## src/common/tdt_defines.svh

```systemverilog
`ifndef TDT_DEFINES_SVH
`define TDT_DEFINES_SVH

// ------------------------------------------------------------
// register byte offsets
// ------------------------------------------------------------
`define TDT_OFF_CTRL      8'h00
`define TDT_OFF_MODE      8'h04
`define TDT_OFF_TIMER_CONTROL_REG      8'h08
`define TDT_OFF_CNT_BASE  8'h10

// ------------------------------------------------------------
// counter byte indices
// ------------------------------------------------------------
`define TDT_IDX_L0        2'h0
`define TDT_IDX_H0        2'h1
`define TDT_IDX_L1        2'h2
`define TDT_IDX_H1        2'h3

// ------------------------------------------------------------
// field positions
// ------------------------------------------------------------
`define TDT_CTRL_EN       0
`define TDT_CTRL_XEN      1
`define TDT_CTRL_SEL0     4:2
`define TDT_CTRL_SEL1     7:5
`define TDT_MODE_FLD      2:0
`define TDT_MODE_DIV      6:4
`define TDT_TIMER_CONTROL_REG_RUN0     0
`define TDT_TIMER_CONTROL_REG_FULL0    1
`define TDT_TIMER_CONTROL_REG_RUN1     2
`define TDT_TIMER_CONTROL_REG_FULL1    3

// ------------------------------------------------------------
// reset values
// ------------------------------------------------------------
`define TDT_RST_BYTE      8'h00
`define TDT_RST_FLD       3'h0

// ------------------------------------------------------------
// mode codes
// ------------------------------------------------------------
`define TDT_MODE_0        3'h0
`define TDT_MODE_1        3'h1
`define TDT_MODE_2        3'h2
`define TDT_MODE_3        3'h3
`define TDT_MODE_4        3'h4
`define TDT_MODE_5        3'h5
`define TDT_MODE_6        3'h6
`define TDT_MODE_7        3'h7

// ------------------------------------------------------------
// count clock division ratios
// ------------------------------------------------------------
`define TDT_RC_DIV8       8
`define TDT_RC_DIV32      32
`define TDT_RC_DIV128     128
`define TDT_RC_DIV512     512
`define TDT_XT_DIV6       6
`define TDT_XT_DIV512     512
`define TDT_R90_DIV8      8

`endif

```

## src/common/tdt_pkg.sv

```systemverilog
package tdt_pkg;

    // one decrement step of a counter
    typedef struct packed {
        logic        uf;
        logic [15:0] val;
    } tdt_step_t;

    // run bits and full flags
    typedef struct packed {
        logic full1;
        logic run1;
        logic full0;
        logic run0;
    } tdt_timer_control_reg_t;

endpackage

```

## src/verilog/tdt_edge_sync.sv

```systemverilog
`timescale 1ns/100ps
module tdt_edge_sync #(
    parameter int W = 4
) (
    // clock and reset
    input  wire logic         clk,
    input  wire logic         rst_n,
    // raw levels
    input  wire logic [W-1:0] async_in,
    // one-cycle edge pulses
    output logic      [W-1:0] rise,
    output logic      [W-1:0] fall
);
    logic [W-1:0] meta;
    logic [W-1:0] sync;
    logic [W-1:0] last;

    genvar g;
    generate
        for (g = 0; g < W; g++) begin : g_bit
            always_ff @(posedge clk or negedge rst_n) begin
                if (!rst_n) begin
                    meta[g] <= 1'b0;
                    sync[g] <= 1'b0;
                    last[g] <= 1'b0;
                end else begin
                    meta[g] <= async_in[g];
                    sync[g] <= meta[g];
                    last[g] <= sync[g];
                end
            end
            assign rise[g] = sync[g] & ~last[g];
            assign fall[g] = ~sync[g] & last[g];
        end
    endgenerate
endmodule

```

## src/verilog/tdt_divider.sv

```systemverilog
`timescale 1ns/100ps
module tdt_divider #(
    parameter int DIV = 8
) (
    // clock and reset
    input  wire logic clk,
    input  wire logic rst_n,
    // input events and divided events
    input  wire logic step,
    output logic      tick
);
    localparam int W = (DIV > 1) ? $clog2(DIV) : 1;

    logic [W-1:0] cnt;
    wire          last = (cnt == W'(DIV - 1));

    assign tick = step & last;

    always_ff @(posedge clk or negedge rst_n) begin
        if (!rst_n) begin
            cnt <= '0;
        end else if (step) begin
            cnt <= last ? '0 : cnt + 1'b1;
        end
    end
endmodule

```

## src/verilog/tdt_timer.sv

```systemverilog
// What this block does
// - three-bit field selects one of eight modes
// - mode 7 kept for firmware calibration
// - no interrupt; software polls full flags
// - clock select bits plus crystal enable pick clock
// - RC clock divided by 1,8,32,128,512
// - timer1 underflow can clock timer0; timer1 counts pin edges
// - 4.4kHz, crystal/6; timer0 crystal/512, 90kHz/8
// - registers load and read on system clock
// - single-run timer counts down once then halts
// - underflow one count after reaching zero
// - single-run underflow clears run, sets full
// - reloading timer reloads on underflow, keeps counting
// - full flag sticky until software clears it
// - reloading timer holds while run cleared, except timer1 in mode 3
// - mode 0: 16-bit reload, timer1 holds reload
// - mode 1: 16-bit single, 8-bit reload timer1
// - mode 2: two 8-bit reloading timers
// - mode 3: two 8-bit singles, timer1 reloads
// - mode 4: timer1 16-bit reload from timer0
// - modes 5,6: timer1 16-bit single-run
// - modes 1-3 timer1 gives baud rate
// - system clock divider field held in block
//
// The register offsets and register access over APB were decided locally.
`timescale 1ns/100ps
`include "tdt_defines.svh"
module tdt_timer (
    // clock and reset
    input  wire logic        pclk,
    input  wire logic        presetn,
    // apb slave
    input  wire logic        psel,
    input  wire logic        penable,
    input  wire logic        pwrite,
    input  wire logic [7:0]  paddr,
    input  wire logic [31:0] pwdata,
    input  wire logic [3:0]  pstrb,
    output logic      [31:0] prdata,
    output logic             pready,
    output logic             pslverr,
    // count clock sources
    input  wire logic        osc_2k2,
    input  wire logic        osc_90k,
    input  wire logic        xtal_clk,
    input  wire logic        port_pin_two,
    // outputs to the rest of the chip
    output logic      [2:0]  system_clock_divider,
    output logic             baud_tick
);
    // ------------------------------------------------------------
    // state
    // ------------------------------------------------------------
    logic                timer_block_enable;
    logic                crystal_count_clock_enable;
    logic [2:0]          timer0_clock_select;
    logic [2:0]          timer1_clock_select;
    logic [2:0]          mode_select_bits;
    logic [7:0]          cnt      [4];
    logic [7:0]          next_cnt [4];
    tdt_pkg::tdt_timer_control_reg_t  timer_control_reg;
    tdt_pkg::tdt_timer_control_reg_t  next_timer_control_reg;

    // ------------------------------------------------------------
    // apb decode
    // ------------------------------------------------------------
    wire        setup    = psel & ~penable;
    wire        access   = psel & penable & pready;
    wire [7:0]  cnt_base = {paddr[7:4], 4'h0};
    wire [1:0]  cidx     = paddr[3:2];
    wire        hit_ctrl = (paddr == `TDT_OFF_CTRL);
    wire        hit_mode = (paddr == `TDT_OFF_MODE);
    wire        hit_timer_control_reg = (paddr == `TDT_OFF_TIMER_CONTROL_REG);
    wire        hit_cnt  = (cnt_base == `TDT_OFF_CNT_BASE) & (paddr[1:0] == 2'h0);
    wire        hit_any  = hit_ctrl | hit_mode | hit_timer_control_reg | hit_cnt;
    wire        wr       = access & pwrite & pstrb[0] & ~pslverr;

    wire [31:0] ctrl_word = {24'h000000, timer1_clock_select, timer0_clock_select,
                             crystal_count_clock_enable, timer_block_enable};
    wire [31:0] mode_word = {25'h0000000, system_clock_divider, 1'b0, mode_select_bits};
    wire [31:0] timer_control_reg_word = {28'h0000000, timer_control_reg};
    wire [31:0] rd_data   = hit_ctrl ? ctrl_word :
                            hit_mode ? mode_word :
                            hit_timer_control_reg ? timer_control_reg_word :
                            hit_cnt  ? {24'h000000, cnt[cidx]} : 32'h00000000;

    // ------------------------------------------------------------
    // mode decode
    // ------------------------------------------------------------
    wire m0 = (mode_select_bits == `TDT_MODE_0);
    wire m1 = (mode_select_bits == `TDT_MODE_1);
    wire m2 = (mode_select_bits == `TDT_MODE_2);
    wire m3 = (mode_select_bits == `TDT_MODE_3);
    wire m4 = (mode_select_bits == `TDT_MODE_4);
    wire m5 = (mode_select_bits == `TDT_MODE_5);
    wire m6 = (mode_select_bits == `TDT_MODE_6);
    wire m7 = (mode_select_bits == `TDT_MODE_7);

    // timer 0 role: 16-bit in modes 0,1,6,7; reloads in 0,2,5
    wire t0_wide   = m0 | m1 | m6 | m7;
    wire t0_reload = m0 | m2 | m5;
    // timer 1 role: 16-bit in modes 4..7; reloads in 1..4
    wire t1_wide   = m4 | m5 | m6 | m7;
    wire t1_reload = m1 | m2 | m3 | m4;
    // mode 3 lends run1 to the high byte of timer 0
    wire t1_act    = m3 | (~m0 & timer_control_reg.run1);
    wire t1_flag   = ~m0 & ~m3;

    wire [7:0]  l0 = cnt[`TDT_IDX_L0];
    wire [7:0]  h0 = cnt[`TDT_IDX_H0];
    wire [7:0]  l1 = cnt[`TDT_IDX_L1];
    wire [7:0]  h1 = cnt[`TDT_IDX_H1];
    wire [15:0] c0 = {h0, l0};
    wire [15:0] c1 = {h1, l1};

    // ------------------------------------------------------------
    // count clock sources
    // ------------------------------------------------------------
    logic [3:0] rise;
    logic [3:0] fall;
    logic [4:0] rc_tick;
    logic       x6;
    logic       x512;
    logic       r90_8;

    tdt_edge_sync #(.W(4)) u_sync (
        .clk      (pclk),
        .rst_n    (presetn),
        .async_in ({port_pin_two, xtal_clk, osc_90k, osc_2k2}),
        .rise     (rise),
        .fall     (fall)
    );

    // both edges of the 2.2 kHz clock give 4.4 kHz
    wire low_tick = rise[0] | fall[0];
    wire pin_rise = rise[3];

    localparam int RC_DIV [4] = '{`TDT_RC_DIV8, `TDT_RC_DIV32,
                                  `TDT_RC_DIV128, `TDT_RC_DIV512};
    assign rc_tick[0] = 1'b1;

    genvar g;
    generate
        for (g = 0; g < 4; g++) begin : g_rc
            tdt_divider #(.DIV(RC_DIV[g])) u_rc (
                .clk   (pclk),
                .rst_n (presetn),
                .step  (1'b1),
                .tick  (rc_tick[g+1])
            );
        end
    endgenerate

    tdt_divider #(.DIV(`TDT_XT_DIV6)) u_x6 (
        .clk   (pclk),
        .rst_n (presetn),
        .step  (rise[2]),
        .tick  (x6)
    );
    tdt_divider #(.DIV(`TDT_XT_DIV512)) u_x512 (
        .clk   (pclk),
        .rst_n (presetn),
        .step  (rise[2]),
        .tick  (x512)
    );
    tdt_divider #(.DIV(`TDT_R90_DIV8)) u_r90 (
        .clk   (pclk),
        .rst_n (presetn),
        .step  (rise[1]),
        .tick  (r90_8)
    );

    // crystal enable switches timer 0 to crystal/6, crystal/512 and 90 kHz/8 sources, timer 1 to crystal/6 only
    function automatic logic pick(input logic [2:0] sel, input logic xsel,
                                  input logic [7:0] rcs, input logic [7:0] xs);
        pick = xsel ? xs[sel] : rcs[sel];
    endfunction

    function automatic tdt_pkg::tdt_step_t step(input logic [15:0] v, input logic [15:0] rel,
                                                input logic wide, input logic rld);
        tdt_pkg::tdt_step_t s;
        s.uf  = wide ? (v == 16'h0000) : (v[7:0] == 8'h00);
        s.val = s.uf ? (rld ? rel : v) : v - 16'h0001;
        return s;
    endfunction

    tdt_pkg::tdt_step_t s0;
    tdt_pkg::tdt_step_t s1;
    tdt_pkg::tdt_step_t sh;
    logic               uf1;

    wire tick1 = timer_block_enable & pick(timer1_clock_select, crystal_count_clock_enable,
                 {1'b0, pin_rise, low_tick, rc_tick}, {7'h00, x6});
    wire tick0 = timer_block_enable & pick(timer0_clock_select, crystal_count_clock_enable,
                 {1'b0, uf1, low_tick, rc_tick}, {5'h00, r90_8, x512, x6});

    // ------------------------------------------------------------
    // counter steps
    // ------------------------------------------------------------
    // underflow fires on the tick after zero is reached
    assign s0 = step(c0, t0_wide ? c1 : {8'h00, h0}, t0_wide, t0_reload);
    assign s1 = step(c1, t1_wide ? c0 : {8'h00, h1}, t1_wide, t1_reload);
    assign sh = step({8'h00, h0}, 16'h0000, 1'b0, 1'b0);

    wire t0_go = tick0 & timer_control_reg.run0 & ~m4;
    wire th_go = tick0 & timer_control_reg.run1 & m3;
    wire t1_go = tick1 & t1_act;
    wire uf0   = t0_go & s0.uf;
    wire ufh   = th_go & sh.uf;
    assign uf1 = t1_go & s1.uf;

    always_comb begin
        for (int i = 0; i < 4; i++) begin
            next_cnt[i] = cnt[i];
        end
        if (t0_go) begin
            next_cnt[`TDT_IDX_L0] = s0.val[7:0];
            if (t0_wide) begin
                next_cnt[`TDT_IDX_H0] = s0.val[15:8];
            end
        end
        if (th_go) begin
            next_cnt[`TDT_IDX_H0] = sh.val[7:0];
        end
        if (t1_go) begin
            next_cnt[`TDT_IDX_L1] = s1.val[7:0];
            if (t1_wide) begin
                next_cnt[`TDT_IDX_H1] = s1.val[15:8];
            end
        end
        for (int i = 0; i < 4; i++) begin
            if (wr & hit_cnt & (cidx == 2'(i))) begin
                next_cnt[i] = pwdata[7:0];
            end
        end
    end

    always_comb begin
        next_timer_control_reg = timer_control_reg;
        if (uf0 & ~t0_reload) begin
            next_timer_control_reg.run0 = 1'b0;
        end
        if (ufh | (uf1 & ~t1_reload & t1_flag)) begin
            next_timer_control_reg.run1 = 1'b0;
        end
        if (wr & hit_timer_control_reg) begin
            next_timer_control_reg.run0  = pwdata[`TDT_TIMER_CONTROL_REG_RUN0];
            next_timer_control_reg.run1  = pwdata[`TDT_TIMER_CONTROL_REG_RUN1];
            next_timer_control_reg.full0 = pwdata[`TDT_TIMER_CONTROL_REG_FULL0];
            next_timer_control_reg.full1 = pwdata[`TDT_TIMER_CONTROL_REG_FULL1];
        end
        // hardware set wins over a software clear
        if (uf0) begin
            next_timer_control_reg.full0 = 1'b1;
        end
        if (ufh | (uf1 & t1_flag)) begin
            next_timer_control_reg.full1 = 1'b1;
        end
    end

    // ------------------------------------------------------------
    // registers
    // ------------------------------------------------------------
    always_ff @(posedge pclk or negedge presetn) begin
        if (!presetn) begin
            prdata  <= 32'h00000000;
            pready  <= 1'b0;
            pslverr <= 1'b0;
        end else begin
            prdata  <= setup ? rd_data : prdata;
            pready  <= setup;
            pslverr <= setup & ~hit_any;
        end
    end

    always_ff @(posedge pclk or negedge presetn) begin
        if (!presetn) begin
            timer_block_enable         <= 1'b0;
            crystal_count_clock_enable <= 1'b0;
            timer0_clock_select        <= `TDT_RST_FLD;
            timer1_clock_select        <= `TDT_RST_FLD;
        end else if (wr & hit_ctrl) begin
            timer_block_enable         <= pwdata[`TDT_CTRL_EN];
            crystal_count_clock_enable <= pwdata[`TDT_CTRL_XEN];
            timer0_clock_select        <= pwdata[`TDT_CTRL_SEL0];
            timer1_clock_select        <= pwdata[`TDT_CTRL_SEL1];
        end
    end

    always_ff @(posedge pclk or negedge presetn) begin
        if (!presetn) begin
            mode_select_bits     <= `TDT_RST_FLD;
            system_clock_divider <= `TDT_RST_FLD;
        end else if (wr & hit_mode) begin
            mode_select_bits     <= pwdata[`TDT_MODE_FLD];
            system_clock_divider <= pwdata[`TDT_MODE_DIV];
        end
    end

    always_ff @(posedge pclk or negedge presetn) begin
        if (!presetn) begin
            timer_control_reg      <= '0;
            baud_tick <= 1'b0;
            for (int i = 0; i < 4; i++) begin
                cnt[i] <= `TDT_RST_BYTE;
            end
        end else begin
            timer_control_reg      <= next_timer_control_reg;
            baud_tick <= uf1 & (m1 | m2 | m3);
            for (int i = 0; i < 4; i++) begin
                cnt[i] <= next_cnt[i];
            end
        end
    end
endmodule

```

## config.mk

```make
export PLATFORM = sky130hd
export DESIGN_NAME = tdt_timer
export DESIGN_NICKNAME = d
export VERILOG_FILES = /design/src/common/tdt_pkg.sv /design/src/verilog/tdt_edge_sync.sv /design/src/verilog/tdt_divider.sv /design/src/verilog/tdt_timer.sv
export VERILOG_INCLUDE_DIRS = /design/src /design/src/common
export SDC_FILE = /design/constraint.sdc
export NUM_CORES = 1
export LEC_CHECK = 0
export BUFFER_PORTS_ARGS = -buffer_cell sky130_fd_sc_hd__buf_2
export CORE_ASPECT_RATIO = 1.2
export CORE_MARGIN = 2
export CORE_UTILIZATION = 60
export DETAILED_ROUTE_END_ITERATION = 16
export PLACE_DENSITY = 0.9
export SKIP_CTS_REPAIR_TIMING = 1
export SYNTH_ARGS = -nofsm -noshare
export SYNTH_HDL_FRONTEND = slang
export SYNTH_HIERARCHICAL = 1
export SYNTH_SLANG_ARGS = --single-unit
```

## constraint.sdc

```tcl
create_clock -name pclk -period 5.1 [get_ports pclk]
set_clock_uncertainty 0.2 [all_clocks]
set_input_delay 0.51 -clock pclk [delete_from_list [all_inputs] [get_ports pclk]]
set_output_delay 0.51 -clock pclk [all_outputs]
set_load 0.005 [all_outputs]
```

-- Word level (Yosys, flattened, before mapping)
Index checks and enable logic that the tools add are counted.
Widths: inputs -> output; s select.
- eq/ne operators: 25
- order comparisons: 3
- reduce and logical (&&, ||, !) cells: 23
- add/subtract/negate cells: 10
- multiplexer cells: 47
- multiply operators: 0
- bitwise logic cells: 73
- divide/modulo/power cells: 0
- shifts and indexed selects: 0
- operators with widths (kind ; number):
    $mux 16 ; 8
    $mux 8 ; 14
    $and 1x1->1 ; 41
    $logic_not 16->1 ; 2
    $logic_not 8->1 ; 4
    $sub 16x1->16 const B ; 2
    $eq 3x3->1 const B ; 7
    $add 9x1->9 const B ; 2
    $eq 9x9->1 const B ; 2
    $mux 9 ; 2
    $or 1x1->1 ; 18
    $bmux 8 s2 ; 1
    $reduce_bool 2->1 ; 8
    $not 1->1 ; 13
    $bmux 1 s3 ; 4
    $mux 1 ; 12
    $ne 3x2->1 const B ; 4
    $add 3x1->3 const B ; 3
    $mux 3 ; 3
    $eq 8x3->1 const B ; 1
    $eq 8x4->1 const B ; 1
    $lt 3x4->1 const B ; 2
    $sub 8x1->8 const B ; 1
    $add 7x1->7 const B ; 1
    other kinds (20) ; 25
- input port bits: 53
- RAM bits: 0
- logic and storage cells: 218
- memories: 0
- bits in registers: 136
- memory bits (read-only): 0
- bits in latches: 0

-- Logic depth before layout (Yosys ltp)
- depth in word-level cells: 20
- mapped depth: 13
- depth with buffers taken out: 12

-- Modules after synthesis
Netlist, hierarchy kept.
- modules (own cells, without submodules) (module ; times used ; area each (um^2) ; cells each):
    tdt_timer ; 1 ; 5013.6 ; 611
    tdt_divider at g_rc[3].u_rc ; 1 ; 483.0 ; 48
    tdt_divider at u_x512 ; 1 ; 481.7 ; 47
    tdt_edge_sync ; 1 ; 350.3 ; 20
    tdt_divider at g_rc[2].u_rc ; 1 ; 345.3 ; 34
    tdt_divider at g_rc[0].u_rc ... ; 2 ; 146.4 ; 10
    tdt_divider at g_rc[1].u_rc ; 1 ; 267.8 ; 22
    tdt_divider at u_x6 ; 1 ; 137.6 ; 10

-- Worst setup path after synthesis
No wires, ideal clock.
- path type: register to register
- start: register g_rc[1].u_rc.cnt[0]
- end: register timer_control_reg[3] in the netlist's numbering
- stages on the path, launching flop included: 13
- buffers on the path: 1
- arrival time: 3.015 ns
- required time: 4.769 ns
- setup slack: 1.753 ns
- clock period less this slack: 3.347 ns
- setup time: 0.131 ns
- cells stage by stage: dfrtp_1 -> ha_1 -> and3_1 -> ha_1 -> and2_1 -> o211ai_1 -> a21oi_1 -> or4_4 -> a311o_1 -> buf_6 -> and2_4 -> and4_4 -> or3_1
- word-level cells in the longest chain between the ends: 16
- elaborated cells between the ends (all ways): 18
- RTL lines (what ; line ; text):
    from (decl) ; tdt_divider.sv:14 ; logic [W-1:0] cnt;
    from (signal assigned) ; tdt_divider.sv:23 ; cnt <= last ? '0 : cnt + 1'b1;
    $eq 5x5->1 (*) ; tdt_divider.sv:15 ; wire last = (cnt == W'(DIV - 1));
    net rc_tick[2] ; tdt_timer.sv:121 ; logic [4:0] rc_tick;
    $bmux 1 s3 ; tdt_timer.sv:176 ; pick = xsel ? xs[sel] : rcs[sel];
    $mux 1 (not written as such) ; tdt_timer.sv:176 ;
    $mux 1 ; tdt_timer.sv:176 ;
    $and 1x1->1 ; tdt_timer.sv:192 ; wire tick1 = timer_block_enable & pick(timer1_clock_select, crystal_count_clock_enable,
    $and 1x1->1 ; tdt_timer.sv:207 ; wire t1_go = tick1 & t1_act;
    $and 1x1->1 ; tdt_timer.sv:210 ; assign uf1 = t1_go & s1.uf;
    $bmux 1 s3 ; tdt_timer.sv:176 ;
    $mux 1 (not written as such) ; tdt_timer.sv:176 ;
    $mux 1 ; tdt_timer.sv:176 ;
    $and 1x1->1 ; tdt_timer.sv:194 ; wire tick0 = timer_block_enable & pick(timer0_clock_select, crystal_count_clock_enable,
    $and 1x1->1 (2 in series) ; tdt_timer.sv:206 ; wire th_go = tick0 & timer_control_reg.run1 & m3;
    $and 1x1->1 ; tdt_timer.sv:209 ; wire ufh = th_go & sh.uf;
    $or 1x1->1 (*) ; tdt_timer.sv:256 ; if (ufh | (uf1 & t1_flag)) begin
    $mux 1 or $reduce_bool 2->1 (tied branches) ; - ;
    to (signal assigned) ; tdt_timer.sv:308 ; timer_control_reg <= next_timer_control_reg;
    to (decl) ; tdt_timer.sv:61 ; tdt_pkg::tdt_timer_control_reg_t timer_control_reg;
The timed path passes the listed nets; every way through them passes the cells marked *. The select of a mux whose other input is x is not followed.
A chain may end at the register's enable or synchronous reset.

-- Worst setup path after layout
- start: register g_rc[3].u_rc.cnt[0]
- end: register cnt, in the netlist h0[0]
- word-level cells in the longest chain between the ends: 15
- elaborated cells between the ends (all ways): 22
- RTL lines (what ; line ; text):
    from (decl) ; tdt_divider.sv:14 ;
    from (signal assigned) ; tdt_divider.sv:23 ;
    $eq 9x9->1 (*) ; tdt_divider.sv:15 ;
    net rc_tick[4] ; tdt_timer.sv:121 ;
    $bmux 1 s3 ; tdt_timer.sv:176 ;
    $mux 1 (not written as such) ; tdt_timer.sv:176 ;
    $mux 1 ; tdt_timer.sv:176 ;
    $and 1x1->1 ; tdt_timer.sv:192 ;
    $and 1x1->1 ; tdt_timer.sv:207 ;
    $and 1x1->1 ; tdt_timer.sv:210 ;
    $bmux 1 s3 (*) ; tdt_timer.sv:176 ;
    $mux 1 (not written as such) (*) ; tdt_timer.sv:176 ;
    $mux 1 (*) ; tdt_timer.sv:176 ;
    $and 1x1->1 (*) ; tdt_timer.sv:194 ;
    $and 1x1->1, on equally long branches (2 in series) ; tdt_timer.sv:206, tdt_timer.sv:205 ;
    $ne 4x2->1 (no line) (tied with other cells) ; - ;
    $reduce_and 4->1 (no line) or $mux 8 (tied branches) ; - ;
    to (signal, indexed assignment) ; tdt_timer.sv:305 ; cnt[i] <= `TDT_RST_BYTE;
    to (signal, indexed assignment) ; tdt_timer.sv:311 ; cnt[i] <= next_cnt[i];
    to (decl) ; tdt_timer.sv:59 ; logic [7:0] cnt [4];
Marks and branches as above.

==> impl_metrics.tcl <==
set metrics [dict create \
    worst-endpoint-required_ps 5160 \
    netSwitchingFraction_pct 28.87 \
    p_leak_uw 0.003420 \
    seq_power_share_pct 51.2 \
    min_period_ps 3699 \
    slowest_stage "a2111o_1" \
    rrSetupSlack_ps 1400 \
    fin_util_pct 64.86 \
    diodes 0 \
    start_util_pct 60.99 \
    syn_area_um2 7353 \
    top_regs "g_rc.u_rc/cnt: 24 flops, u_x512/cnt: 9 flops" \
    grt_use_total_pct 29.13 \
    dieArea_um2 13160 \
    largest_register "g_rc.u_rc/cnt" \
    reg2reg_from "g_rc[3].u_rc/cnt[0]" \
    clk_pin_slew_ps 80 \
    first_pass_iters 8 \
    grt_max_degree 75 \
    fmax_ghz 0.2704 \
    critPathArrivalTime_ps 3760 \
    rows 44 \
    cpPeakStageDelay_ps 460 \
    p_clk_share_pct 33.2 \
    drc 0 \
    start_kind "register" \
    worstSetupEndpointType "register" \
    tightest_slew_ps 1227 \
    wirelength_um 18600 \
    cp_top_family "simple AND/OR/NAND/NOR gates" \
    ys_warn_count 6 \
    clock-sinks 112 \
    core_um2 12060 \
    synthToLayoutAreaGrowth_pct 6.347 \
    cts_tree "built" \
    power_switching_uw 631.0 \
    crit_path_end "h0[0]" \
    drtAntennaViolNets 0 \
    globalplace.congestion 1.004 \
    grt_pass1_wl_um 30570 \
    pre_cts_ws_ps 1464 \
    slew_headroom_pct 17.54 \
    setup_tns_ps 0 \
    crit_path_cell_trace "ha_1, nand3_1, nor2_1, ha_1, and2_1, nor2_1, nor4b_1, or4_4, a311o_1, nand2_1, a2111o_1, o311ai_1" \
    power.density_nw_per_um2 279.5 \
    crit_fanout 11 \
    status "finished, final reports clean" \
    avgSynthCellArea_um2 9.089 \
    drive_above_1_share_pct 14.18 \
    final_nets 897 \
    initialDrtViolationCount 624 \
    grt_setup_unrepaired "false" \
    p_int_uw 1555 \
    crit_type "register to register" \
    h-tree-depth 3 \
    io_pins 91 \
    largest_reg_flops 24 \
    cts_buffer_depth 2 \
    worst-path-buf-inv 0 \
    drv_cap 0 \
    peakVddDrop_v 0.0001964 \
    finalSetupViolations 0 \
    antenna_found_initial 0 \
    finalPower_uw 2186 \
    root_buffer "clkbuf_16" \
    final_max_slew_viol_count 0 \
    hpwlAfterDp_um 13390 \
    fin_crit_sh_pct 72.52 \
    worstSetupStartpoint "g_rc[3].u_rc/cnt[0]" \
    final_cell_mix "dfrtp_1, nand2_1, nor2_1" \
    r2r_end "h0[0]" \
    setup_slack_ps 1401 \
    hold_viol_final 0 \
    final_common_cell "dfrtp_1" \
    die_w_um 105.1 \
    p_comb_share_pct 15.6 \
    vias 6414 \
    grt_pass1_vias 6169 \
    hold_ws_ps 52.11 \
    wl_per_cell_um 18.73 \
    clk_latency_ps 370 \
    hold_class "input port to register" \
    io_buffers 39 \
    synth_cells 809 \
    cts_buffers 9 \
    dieHeight_um 125.3 \
    reg2reg_depth 12 \
    cp.depth 12 \
    overflow 0 \
    vias_per_cell 6.459 \
]
[worst min-delay path by stage]
stage / start / end / slack (ps) / cells past startpoint
after floorplan: presetn / baud_tick / 10 / 0
after global placement: u_sync/meta[1] / u_sync/sync[1] / 130 / 0
after detailed placement: u_sync/meta[0] / u_sync/sync[0] / 130 / 0
after CTS: xtal_clk / u_sync/meta[2] / 50 / 1
after global routing: osc_2k2 / u_sync/meta[0] / 50 / 1
final: osc_2k2 / u_sync/meta[0] / 50 / 1
[power by group through the flow]
stage	registers [uW]	logic [uW]	clock network, uW
floorplan	1110	263	0
finish	1120	341	725
detailed placement	1130	339	0
global placement	1120	309	0
CTS	1120	342	738
global route	1140	391	767
[worst register-to-register path, stage by stage (launching register included)]
cell      delay (ps)
dfrtp_1          410
ha_1             260
nand3_1          100
nor2_1           150
ha_1             230
and2_1           280
nor2_1            90
nor4b_1          330
or4_4            240
a311o_1          420
nand2_1          330
a2111o_1         460
o311ai_1         100
[cell type report]
cell class | count | area [um2]
multi-input cells | 627 | 4148
clock buffers | 10 | 229.0
inverters | 30 | 112.6
flip-flops and latches | 112 | 2803
well taps | 161 | 201.4
fillers | 953 | 4237
repair buffers | 47 | 257.7
clock inverters | 6 | 68.82
[metal layers]
metal  up-vias  share of wire, %  global-route usage (%)  wire, um
li1       2938                 -                       -         -
met1      3034                38                   37.28      7033
met2       353                48                   46.10      8842
met3        89               9.2                   5.839      1719
met4         0               5.4                   16.71      1004
met5         -                 0                       0         0
[stage by stage]
stage / instance area (um2) / std cells
floorplan: 7470 / 840
global placement: 7522 / 977
detailed placement: 7522 / 977
CTS: 7820 / 993
global route: 7820 / 993
finish: 7820 / 993
No activity file was read; power rests on OpenSTA's default activity.
